## src/lrd_display_ctrl_note_placeholder.sv

```systemverilog
// Intentionally empty compilation unit kept for compile order.
`timescale 1ns/1ns
`default_nettype none
`default_nettype wire

```

## src/lrd_pkg.sv

```systemverilog
// Shared constants, register indices and types of the readout display controller.
package lrd_pkg;
    // Timing: a half-second enable tick drives blinking and message cycling.
    localparam int unsigned CLK_PERIOD_NS = 10;
    localparam int unsigned TICK_MS = 500;
    localparam int unsigned TICK_CYC = TICK_MS * 1000000 / CLK_PERIOD_NS;
    localparam int unsigned DONE_S = 20;
    localparam int unsigned DONE_TICKS = DONE_S * 1000 / TICK_MS;
    localparam int unsigned PHASE_TICKS = 4;
    // Display geometry.
    localparam int unsigned ROWS = 2;
    localparam int unsigned COLS = 8;
    localparam int unsigned VALUE_DIGITS = 5;
    localparam int unsigned GLYPH_CHARS = 5;
    localparam int unsigned GLYPH_LINES = 8;
    localparam int unsigned GLYPH_REGS = GLYPH_CHARS * GLYPH_LINES;
    localparam int unsigned GLYPH_PIX = 5;
    // Register values with a fixed meaning.
    localparam logic [15:0] CUSTOM_UNIT = 16'h0039;
    localparam logic [15:0] DP_AUTO = 16'h0000;
    localparam logic [15:0] SRC_RESET = 16'h1D5B;
    // Register indices; the byte address is four times the index.
    localparam logic [15:0] IDX_UNIT_MAIN = 16'h0FB4;
    localparam logic [15:0] IDX_DP = 16'h0FB5;
    localparam logic [15:0] IDX_UNIT_TWO = 16'h0FB7;
    localparam logic [15:0] IDX_SRC = 16'h0FB8;
    localparam logic [15:0] IDX_GLYPH = 16'h1130;
    localparam logic [15:0] IDX_IRQ_STS = 16'h1200;
    localparam logic [15:0] IDX_IRQ_EN = 16'h1201;
    localparam logic [15:0] IDX_IRQ_CLR = 16'h1202;
    localparam logic [15:0] IDX_STATE = 16'h1203;
    // Interrupt bit positions.
    localparam int unsigned IRQ_W = 3;
    localparam int unsigned IRQ_KEY = 0;
    localparam int unsigned IRQ_DONE = 1;
    localparam int unsigned IRQ_OVF = 2;
    // Lower row functions in key order.
    typedef enum logic [2:0] {F_UNIT, F_TIME, F_DATE, F_BAR, F_SECOND} lrd_func_t;
    typedef enum logic [1:0] {TOP_VALUE, TOP_UNDER, TOP_OVER} lrd_top_t;
    typedef enum logic [1:0] {MSG_NONE, MSG_RESTORE, MSG_DONE} lrd_msg_t;
    // Instrument state reported to the display.
    typedef struct packed {
        logic store_ready;
        logic store_unmounted;
        logic store_wprot;
        logic store_full;
        logic show_max;
        logic show_min;
        logic under;
        logic over;
    } lrd_meas_t;
    // What the panel shows.
    typedef struct packed {
        lrd_top_t top;
        logic [2:0] digits;
        logic dp_auto;
        logic picto_store;
        logic picto_max;
        logic picto_min;
        lrd_func_t func;
        logic unit_custom;
        logic two_units;
        lrd_msg_t msg;
        logic msg_show;
    } lrd_disp_t;
endpackage : lrd_pkg

```

## src/lrd_display_ctrl.sv

```systemverilog
// Display controller of a two-row character readout, with its APB register file.
`timescale 1ns/1ns
`default_nettype none

// Overview of operation
// - Drive a backlit display of two rows, eight characters each.
// - Upper row shows main value with five digits plus pictograms.
// - Storage pictogram steady when ready, blinking when unmounted, protected or full.
// - Max or min pictogram shown steadily while that extreme is displayed.
// - Decimal-point register zero selects automatic precision.
// - Lower overflow shows V signs, upper overflow its own sign pattern.
// - Keys step lower row: unit, time, date, bar graph, second value.
// - Second value register number comes from the source register.
// - Selected lower-row function is kept in non-volatile storage.
// - Service messages cycle; restore-done for 20 s, restore-needed until restored.
// - Custom unit has five cells of eight rows, forty registers.
// - Main unit select value 57 shows the custom glyph unit.
// - Glyph row register holds five pixels, bit 4 leftmost.
// - Both units shown only in second-value mode.
module lrd_display_ctrl #(
    parameter int unsigned TICK_CYC_P = lrd_pkg::TICK_CYC
) (
    // Clock and reset.
    input wire logic sys_clk_in,
    input wire logic rst_in,
    // APB slave.
    input wire logic psel_in,
    input wire logic penable_in,
    input wire logic pwrite_in,
    input wire logic [15:0] paddr_in,
    input wire logic [31:0] pwdata_in,
    output logic [31:0] prdata_out,
    output logic pready_out,
    output logic pslverr_out,
    // Front-panel keys, raw pins.
    input wire logic key_next_in,
    input wire logic key_prev_in,
    // Instrument state and service events.
    input wire lrd_pkg::lrd_meas_t meas_in,
    input wire logic restore_need_in,
    input wire logic restore_done_in,
    // Non-volatile copy of the lower-row function.
    input wire logic [2:0] nv_func_in,
    output logic nv_save_out,
    output logic [2:0] nv_func_out,
    // Glyph row read port for the character generator.
    input wire logic [2:0] glyph_char_in,
    input wire logic [2:0] glyph_line_in,
    output logic [4:0] glyph_row_out,
    // Display content.
    output lrd_pkg::lrd_disp_t disp_out,
    output logic [15:0] unit_main_out,
    output logic [15:0] unit_two_out,
    output logic [15:0] second_src_out,
    output logic blink_out,
    // Interrupt.
    output logic irq_out
);

    ////////////////////////////////////////////////////////////////////////////////
    // State.

    // The whole state of the block; the display is two rows of eight cells.
    typedef struct packed {
        logic [15:0] unit_main;
        logic [15:0] dp_sel;
        logic [15:0] unit_two;
        logic [15:0] src_reg;
        logic [lrd_pkg::GLYPH_REGS-1:0][lrd_pkg::GLYPH_PIX-1:0] glyph;
        logic [lrd_pkg::IRQ_W-1:0] irq_sts;
        logic [lrd_pkg::IRQ_W-1:0] irq_en;
        logic [31:0] rdata;
        logic slverr;
        lrd_pkg::lrd_func_t func;
        logic nv_loaded;
        logic nv_save;
        logic [2:0] sy_next;
        logic [2:0] sy_prev;
        logic lv_next;
        logic lv_prev;
        logic [31:0] div;
        logic tick;
        logic blink;
        logic [1:0] phase_cnt;
        logic phase;
        logic [7:0] done_cnt;
        logic done_act;
        logic ovf_prev;
        logic [4:0] glyph_row;
        lrd_pkg::lrd_disp_t disp;
    } lrd_state_t;

    lrd_state_t s_reg;
    lrd_state_t s_next;
    logic [15:0] idx;
    logic [15:0] goff;
    logic g_hit;
    logic hit;
    logic [31:0] rd;
    logic agree_next;
    logic agree_prev;
    logic rise_next;
    logic rise_prev;
    logic [lrd_pkg::IRQ_W-1:0] ev;
    logic [lrd_pkg::IRQ_W-1:0] clr;
    logic blink_cond;

    ////////////////////////////////////////////////////////////////////////////////
    // Decode and events.

    // Register index decode; only aligned words are mapped.
    always_comb begin
        idx = {2'b00, paddr_in[15:2]};
        goff = idx - lrd_pkg::IDX_GLYPH;
        g_hit = (idx >= lrd_pkg::IDX_GLYPH) && (goff < 16'(lrd_pkg::GLYPH_REGS));
        hit = (paddr_in[1:0] == 2'h0) && (g_hit || idx == lrd_pkg::IDX_UNIT_MAIN
            || idx == lrd_pkg::IDX_DP || idx == lrd_pkg::IDX_UNIT_TWO
            || idx == lrd_pkg::IDX_SRC || idx == lrd_pkg::IDX_IRQ_STS
            || idx == lrd_pkg::IDX_IRQ_EN || idx == lrd_pkg::IDX_IRQ_CLR
            || idx == lrd_pkg::IDX_STATE);
        rd = 32'h0;
        if (g_hit) begin
            rd = {27'h0, s_reg.glyph[goff[5:0]]};
        end else if (idx == lrd_pkg::IDX_UNIT_MAIN) begin
            rd = {16'h0, s_reg.unit_main};
        end else if (idx == lrd_pkg::IDX_DP) begin
            rd = {16'h0, s_reg.dp_sel};
        end else if (idx == lrd_pkg::IDX_UNIT_TWO) begin
            rd = {16'h0, s_reg.unit_two};
        end else if (idx == lrd_pkg::IDX_SRC) begin
            rd = {16'h0, s_reg.src_reg};
        end else if (idx == lrd_pkg::IDX_IRQ_STS) begin
            rd = {29'h0, s_reg.irq_sts};
        end else if (idx == lrd_pkg::IDX_IRQ_EN) begin
            rd = {29'h0, s_reg.irq_en};
        end else if (idx == lrd_pkg::IDX_STATE) begin
            rd = {25'h0, s_reg.func, s_reg.blink, s_reg.phase, s_reg.done_act, s_reg.nv_loaded};
        end
    end

    // A key counts once the second and third synchroniser stages agree.
    always_comb begin
        agree_next = s_reg.sy_next[1] == s_reg.sy_next[2];
        agree_prev = s_reg.sy_prev[1] == s_reg.sy_prev[2];
        rise_next = agree_next && s_reg.sy_next[2] && !s_reg.lv_next;
        rise_prev = agree_prev && s_reg.sy_prev[2] && !s_reg.lv_prev;
        blink_cond = meas_in.store_unmounted || meas_in.store_wprot || meas_in.store_full;
    end

    ////////////////////////////////////////////////////////////////////////////////
    // Next state.

    // All behaviour of the block in one pass over the state.
    always_comb begin
        s_next = s_reg;
        s_next.tick = 1'b0;
        s_next.nv_save = 1'b0;
        ev = '0;
        clr = '0;
        // Half-second enable from the clock divider, toggling the blink phase.
        if (s_reg.div == 32'(TICK_CYC_P - 1)) begin
            s_next.div = 32'h0;
            s_next.tick = 1'b1;
        end else begin
            s_next.div = s_reg.div + 32'h1;
        end
        if (s_reg.tick) begin
            s_next.blink = ~s_reg.blink;
            s_next.phase_cnt = s_reg.phase_cnt + 2'h1;
            if (s_reg.phase_cnt == 2'(lrd_pkg::PHASE_TICKS - 1)) begin
                s_next.phase = ~s_reg.phase;
            end
        end
        // Restore-done message lives for a fixed number of ticks.
        if (restore_done_in) begin
            s_next.done_act = 1'b1;
            s_next.done_cnt = 8'h0;
        end else if (s_reg.done_act && s_reg.tick) begin
            if (s_reg.done_cnt == 8'(lrd_pkg::DONE_TICKS - 1)) begin
                s_next.done_act = 1'b0;
                ev[lrd_pkg::IRQ_DONE] = 1'b1;
            end else begin
                s_next.done_cnt = s_reg.done_cnt + 8'h1;
            end
        end
        // Key synchronisers and their agreed levels.
        s_next.sy_next = {s_reg.sy_next[1:0], key_next_in};
        s_next.sy_prev = {s_reg.sy_prev[1:0], key_prev_in};
        if (agree_next) begin
            s_next.lv_next = s_reg.sy_next[2];
        end
        if (agree_prev) begin
            s_next.lv_prev = s_reg.sy_prev[2];
        end
        // Lower-row function: restored once after reset, then stepped by keys.
        if (!s_reg.nv_loaded) begin
            s_next.nv_loaded = 1'b1;
            if (nv_func_in <= 3'(lrd_pkg::F_SECOND)) begin
                s_next.func = lrd_pkg::lrd_func_t'(nv_func_in);
            end else begin
                s_next.func = lrd_pkg::F_UNIT;
            end
        end else if (rise_next != rise_prev) begin
            if (rise_next) begin
                s_next.func = (s_reg.func == lrd_pkg::F_SECOND) ? lrd_pkg::F_UNIT
                    : lrd_pkg::lrd_func_t'(3'(s_reg.func + 3'h1));
            end else begin
                s_next.func = (s_reg.func == lrd_pkg::F_UNIT) ? lrd_pkg::F_SECOND
                    : lrd_pkg::lrd_func_t'(3'(s_reg.func - 3'h1));
            end
            s_next.nv_save = 1'b1;
            ev[lrd_pkg::IRQ_KEY] = 1'b1;
        end
        // Overflow onset raises an event.
        s_next.ovf_prev = meas_in.under || meas_in.over;
        if ((meas_in.under || meas_in.over) && !s_reg.ovf_prev) begin
            ev[lrd_pkg::IRQ_OVF] = 1'b1;
        end
        // APB: read data is latched in setup, writes land in the access phase.
        if (psel_in && !penable_in) begin
            s_next.rdata = rd;
            s_next.slverr = !hit;
        end
        if (psel_in && penable_in && pwrite_in && hit) begin
            if (g_hit) begin
                s_next.glyph[goff[5:0]] = pwdata_in[4:0];
            end else if (idx == lrd_pkg::IDX_UNIT_MAIN) begin
                s_next.unit_main = pwdata_in[15:0];
            end else if (idx == lrd_pkg::IDX_DP) begin
                s_next.dp_sel = pwdata_in[15:0];
            end else if (idx == lrd_pkg::IDX_UNIT_TWO) begin
                s_next.unit_two = pwdata_in[15:0];
            end else if (idx == lrd_pkg::IDX_SRC) begin
                s_next.src_reg = pwdata_in[15:0];
            end else if (idx == lrd_pkg::IDX_IRQ_EN) begin
                s_next.irq_en = pwdata_in[lrd_pkg::IRQ_W-1:0];
            end else if (idx == lrd_pkg::IDX_IRQ_CLR) begin
                clr = pwdata_in[lrd_pkg::IRQ_W-1:0];
            end
        end
        // Sticky status: a new event wins over a clear in the same cycle.
        s_next.irq_sts = (s_reg.irq_sts & ~clr) | ev;
        // Glyph row lookup for the character generator.
        if (glyph_char_in < 3'(lrd_pkg::GLYPH_CHARS)) begin
            s_next.glyph_row = s_reg.glyph[{glyph_char_in, glyph_line_in}];
        end else begin
            s_next.glyph_row = 5'h0;
        end
        // Upper row content; lower overflow has priority.
        if (meas_in.under) begin
            s_next.disp.top = lrd_pkg::TOP_UNDER;
        end else if (meas_in.over) begin
            s_next.disp.top = lrd_pkg::TOP_OVER;
        end else begin
            s_next.disp.top = lrd_pkg::TOP_VALUE;
        end
        s_next.disp.digits = 3'(lrd_pkg::VALUE_DIGITS);
        s_next.disp.dp_auto = s_reg.dp_sel == lrd_pkg::DP_AUTO;
        s_next.disp.picto_store = blink_cond ? s_reg.blink : meas_in.store_ready;
        s_next.disp.picto_max = meas_in.show_max;
        s_next.disp.picto_min = meas_in.show_min;
        // Lower row content and units.
        s_next.disp.func = s_reg.func;
        s_next.disp.unit_custom = s_reg.unit_main == lrd_pkg::CUSTOM_UNIT;
        s_next.disp.two_units = s_reg.func == lrd_pkg::F_SECOND;
        // Service message alternates with the values; the measured display stays live.
        if (s_reg.done_act) begin
            s_next.disp.msg = lrd_pkg::MSG_DONE;
        end else if (restore_need_in) begin
            s_next.disp.msg = lrd_pkg::MSG_RESTORE;
        end else begin
            s_next.disp.msg = lrd_pkg::MSG_NONE;
        end
        s_next.disp.msg_show = (s_reg.done_act || restore_need_in) && s_reg.phase;
    end

    // State register; reset loads constants only.
    always_ff @(posedge sys_clk_in) begin
        if (rst_in) begin
            s_reg <= '0;
            s_reg.src_reg <= lrd_pkg::SRC_RESET;
        end else begin
            s_reg <= s_next;
        end
    end

    ////////////////////////////////////////////////////////////////////////////////
    // Outputs.

    // Zero-wait APB answer and registered data.
    assign pready_out = psel_in && penable_in;
    assign pslverr_out = psel_in && penable_in && s_reg.slverr;
    assign prdata_out = s_reg.rdata;
    assign irq_out = |(s_reg.irq_sts & s_reg.irq_en);
    assign nv_save_out = s_reg.nv_save;
    assign nv_func_out = s_reg.func;
    assign glyph_row_out = s_reg.glyph_row;
    assign disp_out = s_reg.disp;
    assign unit_main_out = s_reg.unit_main;
    assign unit_two_out = s_reg.unit_two;
    assign second_src_out = s_reg.src_reg;
    assign blink_out = s_reg.blink;
endmodule : lrd_display_ctrl

`default_nettype wire

```

## config.mk

```make
export PLATFORM = sky130hd
export DESIGN_NAME = lrd_display_ctrl
export DESIGN_NICKNAME = d
export VERILOG_FILES = /design/src/lrd_display_ctrl_note_placeholder.sv /design/src/lrd_pkg.sv /design/src/lrd_display_ctrl.sv
export SDC_FILE = /design/constraint.sdc
export NUM_CORES = 1
export LEC_CHECK = 0
export ABC_AREA = 1
export BUFFER_PORTS_ARGS = -buffer_cell sky130_fd_sc_hd__buf_2
export CAP_MARGIN = 0
export CORE_AREA = 4 4 187 189
export CTS_CLUSTER_SIZE = 40
export DETAILED_ROUTE_END_ITERATION = 10
export DIE_AREA = 0 0 191 193
export PLACE_DENSITY = 0.82
export SYNTH_ARGS = -nofsm -noshare
export SYNTH_HDL_FRONTEND = slang
export SYNTH_SLANG_ARGS = --single-unit
```

## constraint.sdc

```tcl
create_clock -name sys_clk_in -period 2.7 [get_ports sys_clk_in]
set_clock_uncertainty 0.15 [all_clocks]
set_input_delay 0.135 -clock sys_clk_in [delete_from_list [all_inputs] [get_ports sys_clk_in]]
set_output_delay 0.135 -clock sys_clk_in [all_outputs]
set_load 0.01 [all_outputs]
```

---- Word-level counts from Yosys, hierarchy flattened ----
Cells that the tools add are included.
word-level totals
  input bits .............................. 74
  output and inout bits ................... 110
  register bits ........................... 385
cells by class
  add/subtract/negate cells ............... 6
  multiplexer cells ....................... 52
  magnitude comparators ................... 7
  bitwise logic cells ..................... 13
  reduce and logical (&&, ||, !) cells .... 52
  equality and inequality tests ........... 17
operators with widths
  kind                      count
  $bwmux W200               1
  $mux W16                  5
  $mux W79                  1
  $bmux W5 S6               2
  $eq A14 B12 Y1 const B    4
  $eq A14 B13 Y1 const B    4
  $mux W3                   14
  $add A32 B1 Y32 const B   1
  $eq A32 B26 Y1 const B    1
  $mux W32                  1
  $demux W5 S6              1
  $mux W7                   3
  $mux W5                   4
  $mux W9                   2
  $eq A16 B6 Y1 const B     1
  $logic_not A16 Y1         1
  $lt A16 B6 Y1 const B     1
  $logic_and A1 B1 Y1       15
  $sub A14 B13 Y15 const B  1
  $ge A14 B13 Y1 const B    1
  $lt A6 B7 Y1 const B      2
  $mux W1                   13
  $logic_or A1 B1 Y1        12
  $reduce_or A2 Y1          5
  31 further kinds          51

---- Logic depth before layout (Yosys ltp) ----
  depth in word-level cells ............... 17
  mapped depth ............................ 17

---- Worst setup path after synthesis ----
OpenSTA, ideal clock, no wires.
  kind .................................... in2reg
  start ................................... in paddr_in[6]
  end ..................................... reg s_reg, in the netlist unit_two_out[14]
  setup time .............................. 116 ps
  setup slack ............................. 343 ps
  arrival time ............................ 2,091 ps
  required time ........................... 2,434 ps
  buffers on the path ..................... 2
  cell stages on the path ................. 16
  cells stage by stage .................... buf_2 > inv_1 > ha_1 > nor2_1 > nand2_1 > nor2_1 > nand3_1 > nor3_1 > nand2_1 > nand3_2 > nand3_4 > nor2_2 > inv_1 > clkbuf_1 > nor2_1 > nor2_1
between the ends
  cells in the longest elaborated chain, start to end .. 14
  elaborated cells between the ends (all ways) .. 26
  those cells by class .................... 1 x add/sub; 2 x order compare; 8 x eq/ne; 3 x bitwise; 12 x reduce/logical
ends and longest elaborated chain
  element                          line                     source
  start, declared                  lrd_display_ctrl.sv:30   input wire logic [15:0] paddr_in,
  $sub A14 B13 Y15                 lrd_display_ctrl.sv:114  goff = idx - lrd_pkg::IDX_GLYPH;
  $lt A16 B6 Y1                    lrd_display_ctrl.sv:115  g_hit = (idx >= lrd_pkg::IDX_GLYPH) && (goff < 16'(lrd_pkg::GLYPH_REGS));
  $logic_and A1 B1 Y1              lrd_display_ctrl.sv:115
  $logic_or A1 B1 Y1               lrd_display_ctrl.sv:116  hit = (paddr_in[1:0] == 2'h0) && (g_hit || idx == lrd_pkg::IDX_UNIT_MAIN
  $logic_or A1 B1 Y1 (2 in a row)  lrd_display_ctrl.sv:117  || idx == lrd_pkg::IDX_DP || idx == lrd_pkg::IDX_UNIT_TWO
  $logic_or A1 B1 Y1 (2 in a row)  lrd_display_ctrl.sv:118  || idx == lrd_pkg::IDX_SRC || idx == lrd_pkg::IDX_IRQ_STS
  $logic_or A1 B1 Y1 (2 in a row)  lrd_display_ctrl.sv:119  || idx == lrd_pkg::IDX_IRQ_EN || idx == lrd_pkg::IDX_IRQ_CLR
  $logic_or A1 B1 Y1               lrd_display_ctrl.sv:120  || idx == lrd_pkg::IDX_STATE);
  $logic_and A1 B1 Y1              lrd_display_ctrl.sv:116
  $logic_and A1 B1 Y1              lrd_display_ctrl.sv:224  if (psel_in && penable_in && pwrite_in && hit) begin
  $reduce_and A5 Y1 (no line) *    -
  end signal, assigned             lrd_display_ctrl.sv:283  s_reg <= s_next;
  end, declared                    lrd_display_ctrl.sv:93   lrd_state_t s_reg;
Every way passes the cells marked *; elsewhere a longest branch is shown, timed or not.
A chain may end at the register's enable or synchronous reset.

---- Final worst setup path ----
  start ................................... reg s_reg[165] (netlist name)
  end ..................................... reg s_reg, in the netlist glyph_row_out[4]
between the ends
  cells in the longest elaborated chain, start to end .. 2
ends and longest elaborated chain
  element                        line                     source
  $bmux W5 S6                    lrd_display_ctrl.sv:245  s_next.glyph_row = s_reg.glyph[{glyph_char_in, glyph_line_in}];
  $mux W5 (not written as such)  lrd_display_ctrl.sv:245
Every way passes these cells. The select of a mux whose other input is x is not followed.

==> results.ini <==
[worst_setup_path]
cp-start-kind=flop
path_cells=inv_1, o21ai_0, a21oi_1, a21oi_1, o21ai_0, nand3_1, nand3_1, dlygate4sd3_1, a21oi_1
startpoint=s_reg[165]
worst_ep_arrival_time_ns=2.69
required_ns=3.00
reg2reg_from=s_reg[165]
rrSetupSlack_ns=0.30
slowest_delay_ns=0.59
crit_type=reg2reg
cp-end-kind=flop
cp_slowest_cell=dlygate4sd3_1
worst-path-max-fanout=2
crit_top_cell=a21oi_1

[sta]
fmax_mhz=418
finalCriticalPeriod_ns=2.40
worst_slack_ns=0.305
tightest_slew_ns=0.878
period_share_pct=88.7
tns_ns=0
hold_viol_final=0
rsz0062_at_grt=no
slew_viol_final=0
final-setup-viol-count=0
slew-limit-headroom_pct=41.5

[cts]
cts.clk_slew.worst_paths_ns=0.06
clock-sinks=366
cts_setup_buffers=0
cts_tree=yes
cts_inserted_buffers=39
cts_hold_buf=43
clock_path_buffers=3
worstSkewPairLatency_ns=0.55
htree_levels=2
cts-root-buf=clkbuf_16
cts_resized=0

[drt]
ant_nets=0
drt-total-wl_um=66700
viasPerCell=6.18
wl_per_cell_um=19.1
firstDrtPassIters=7
vias=21600
drtIter0Drc=3053
remaining_drc_errors=0

[pwr]
p_leak_nw=8.70
power_w=0.0118
p_per_area_mw_per_mm2=536
ir_drop_uv=519

[layout]
drive_gt1_share_pct=11.2
n_antenna_cell=0
fin_area_mm2=0.0221
area_growth_pct=12.0
instances_no_fill=3494
largest_register_ffs=273
nets=3106
fillers=2905

[grt]
grt_pass1_wl_um=105000
grt_max_degree=141
overflow=0
antenna_found_initial=0
gr-usage-all-layers_pct=34.6
grt_pass1_vias=20100

[worst_hold_path]
worstHoldStart=psel_in
hold_path_class=in2reg

[die]
io-pin-count=184
initial_utilization_pct=59.2
core_area_mm2=0.0333
dieWidth_um=191
dieHeight_um=193
rows=67
die_area_mm2=0.0369

[yosys]
yosysUniqueCellTypes=42
yosysWarnings=0
synthCells=2964
avgSynthCellArea_um2=6.65
synthFlopType=dfxtp_1
ys_seq_elements=366
syn_area_mm2=0.0197
yosysTopAreaCellShare_pct=37.2
yosysSeqAreaShare_pct=37.2
synth_top_cell_by_area=dfxtp_1
synthArstFlopShare_pct=0
synth-edff-count=0
synth.area.top_cells=dfxtp_1 (37%), o21ai_0 (9.3%), nand2_1 (9.0%), a21oi_1 (7.6%), nor2_1 (7.1%)

[placed_design]
place_ws_ns=-0.0745
placed_area_mm2=0.0204
io_buffers=150
place_inst=3383
dp_hpwl_um=44500
globalplace.congestion=0.999

[flow_run]
max_cap_violations=0

[status]
status=completed

## layout by cell type, fill, tap and decap left out, types with 3 or more instances in the layout
cell type / synthesis / final
a211oi_1: 3 / 3
a21oi_1: 298 / 298
a22oi_1: 27 / 27
a31oi_1: 4 / 4
buf_12: 0 / 14
buf_2: 20 / 149
buf_4: 107 / 83
bufinv_16: 0 / 3
clkbuf_1: 143 / 9
clkbuf_16: 0 / 39
clkbuf_8: 0 / 7
clkinv_2: 0 / 9
conb_1: 1 / 17
dfxtp_1: 366 / 366
dlygate4sd3_1: 0 / 43
ha_1: 13 / 13
inv_1: 241 / 241
inv_2: 11 / 12
nand2_1: 471 / 471
nand2_2: 9 / 9
nand3_1: 267 / 267
nand4_1: 29 / 29
nor2_1: 373 / 372
nor2_2: 6 / 7
nor3_1: 31 / 31
nor3b_1: 9 / 9
nor4_1: 13 / 13
o2111ai_1: 8 / 8
o211ai_1: 49 / 49
o21ai_0: 365 / 365
o21ai_1: 8 / 8
o221ai_1: 19 / 19
o22ai_1: 24 / 24
xnor2_1: 4 / 4
xor2_1: 6 / 6
## final timing paths
path | end | cells after the start
max | glyph_row_out[4] | 9
min | prdata_out[6] | 6
max reg2reg | glyph_row_out[4] | 9
min reg2reg | s_next[73] | 2
## per-layer routing
metal,GRT usage (%),up-vias,share of wire [%]
met1,45.6,9832,38
met4,17.7,0,5.7
li1,-,9893,-
met5,0,-,0
met2,53.3,1526,43
met3,8.34,340,13
## power by group
part	total, W	switching [W]	internal (W)
Clock	0.00536	0.00222	0.00314
Sequential	0.00545	0.0000218	0.00543
Combinational	0.00102	0.000731	0.000287
Total	0.0118	0.00297	0.00886
## logic make-up after synthesis
group	synth area share [%]
other	0.0190
flip-flops	37.2
XOR/XNOR	0.444
buffers and inverters	13.0
AO/OA/AOI/OAI	22.3
adder cells (fa/ha/maj)	0.825
AND/OR/NAND/NOR	26.2
multiplexers	0.0508
## worst max-delay path, delay by kind of cell, from the launching register on
family | cells | cell delay (ns)
AOI/OAI and AO/OA | 5 | 0.93
buffers and inverters | 2 | 0.64
DFF | 1 | 0.33
and+or+nand+nor | 2 | 0.25
## synth_stat cells, types with 2 or more instances
cell type and number:
a211oi_1 3, a21oi_1 298, a221oi_1 2, a22oi_1 27
a31oi_1 4, and3_1 2, buf_1 11, buf_2 20
buf_4 107, buf_6 11, clkbuf_1 143, clkinv_1 3
dfxtp_1 366, ha_1 13, inv_1 241, inv_2 11
nand2_1 471, nand2_2 9, nand3_1 267, nand4_1 29
nor2_1 373, nor2_2 6, nor2_4 2, nor3_1 31
nor3b_1 9, nor4_1 13, o2111ai_1 8, o211ai_1 49
o21ai_0 365, o21ai_1 8, o221ai_1 19, o22ai_1 24
or2_2 2, xnor2_1 4, xor2_1 6
## through the flow
step,util [%],hold slack [ns]
after floorplan,-,0.0618
after global placement,61.3,0.183
after detailed placement,61.3,0.198
after CTS,66.3,0.00710
after global routing,66.3,0.0394
final,66.3,0.0466
## cell type report
type	instances	area [um^2]	share of cell area, %
tap	448	561	2.54
multi-input combinational	2067	9890	44.8
sequential	366	7330	33.2
clock buffer	55	1110	5.01
inverter	255	957	4.34
clock inverter	13	144	0.652
timing repair buffer	290	2090	9.47
No activity file was read; power rests on OpenSTA's default activity.
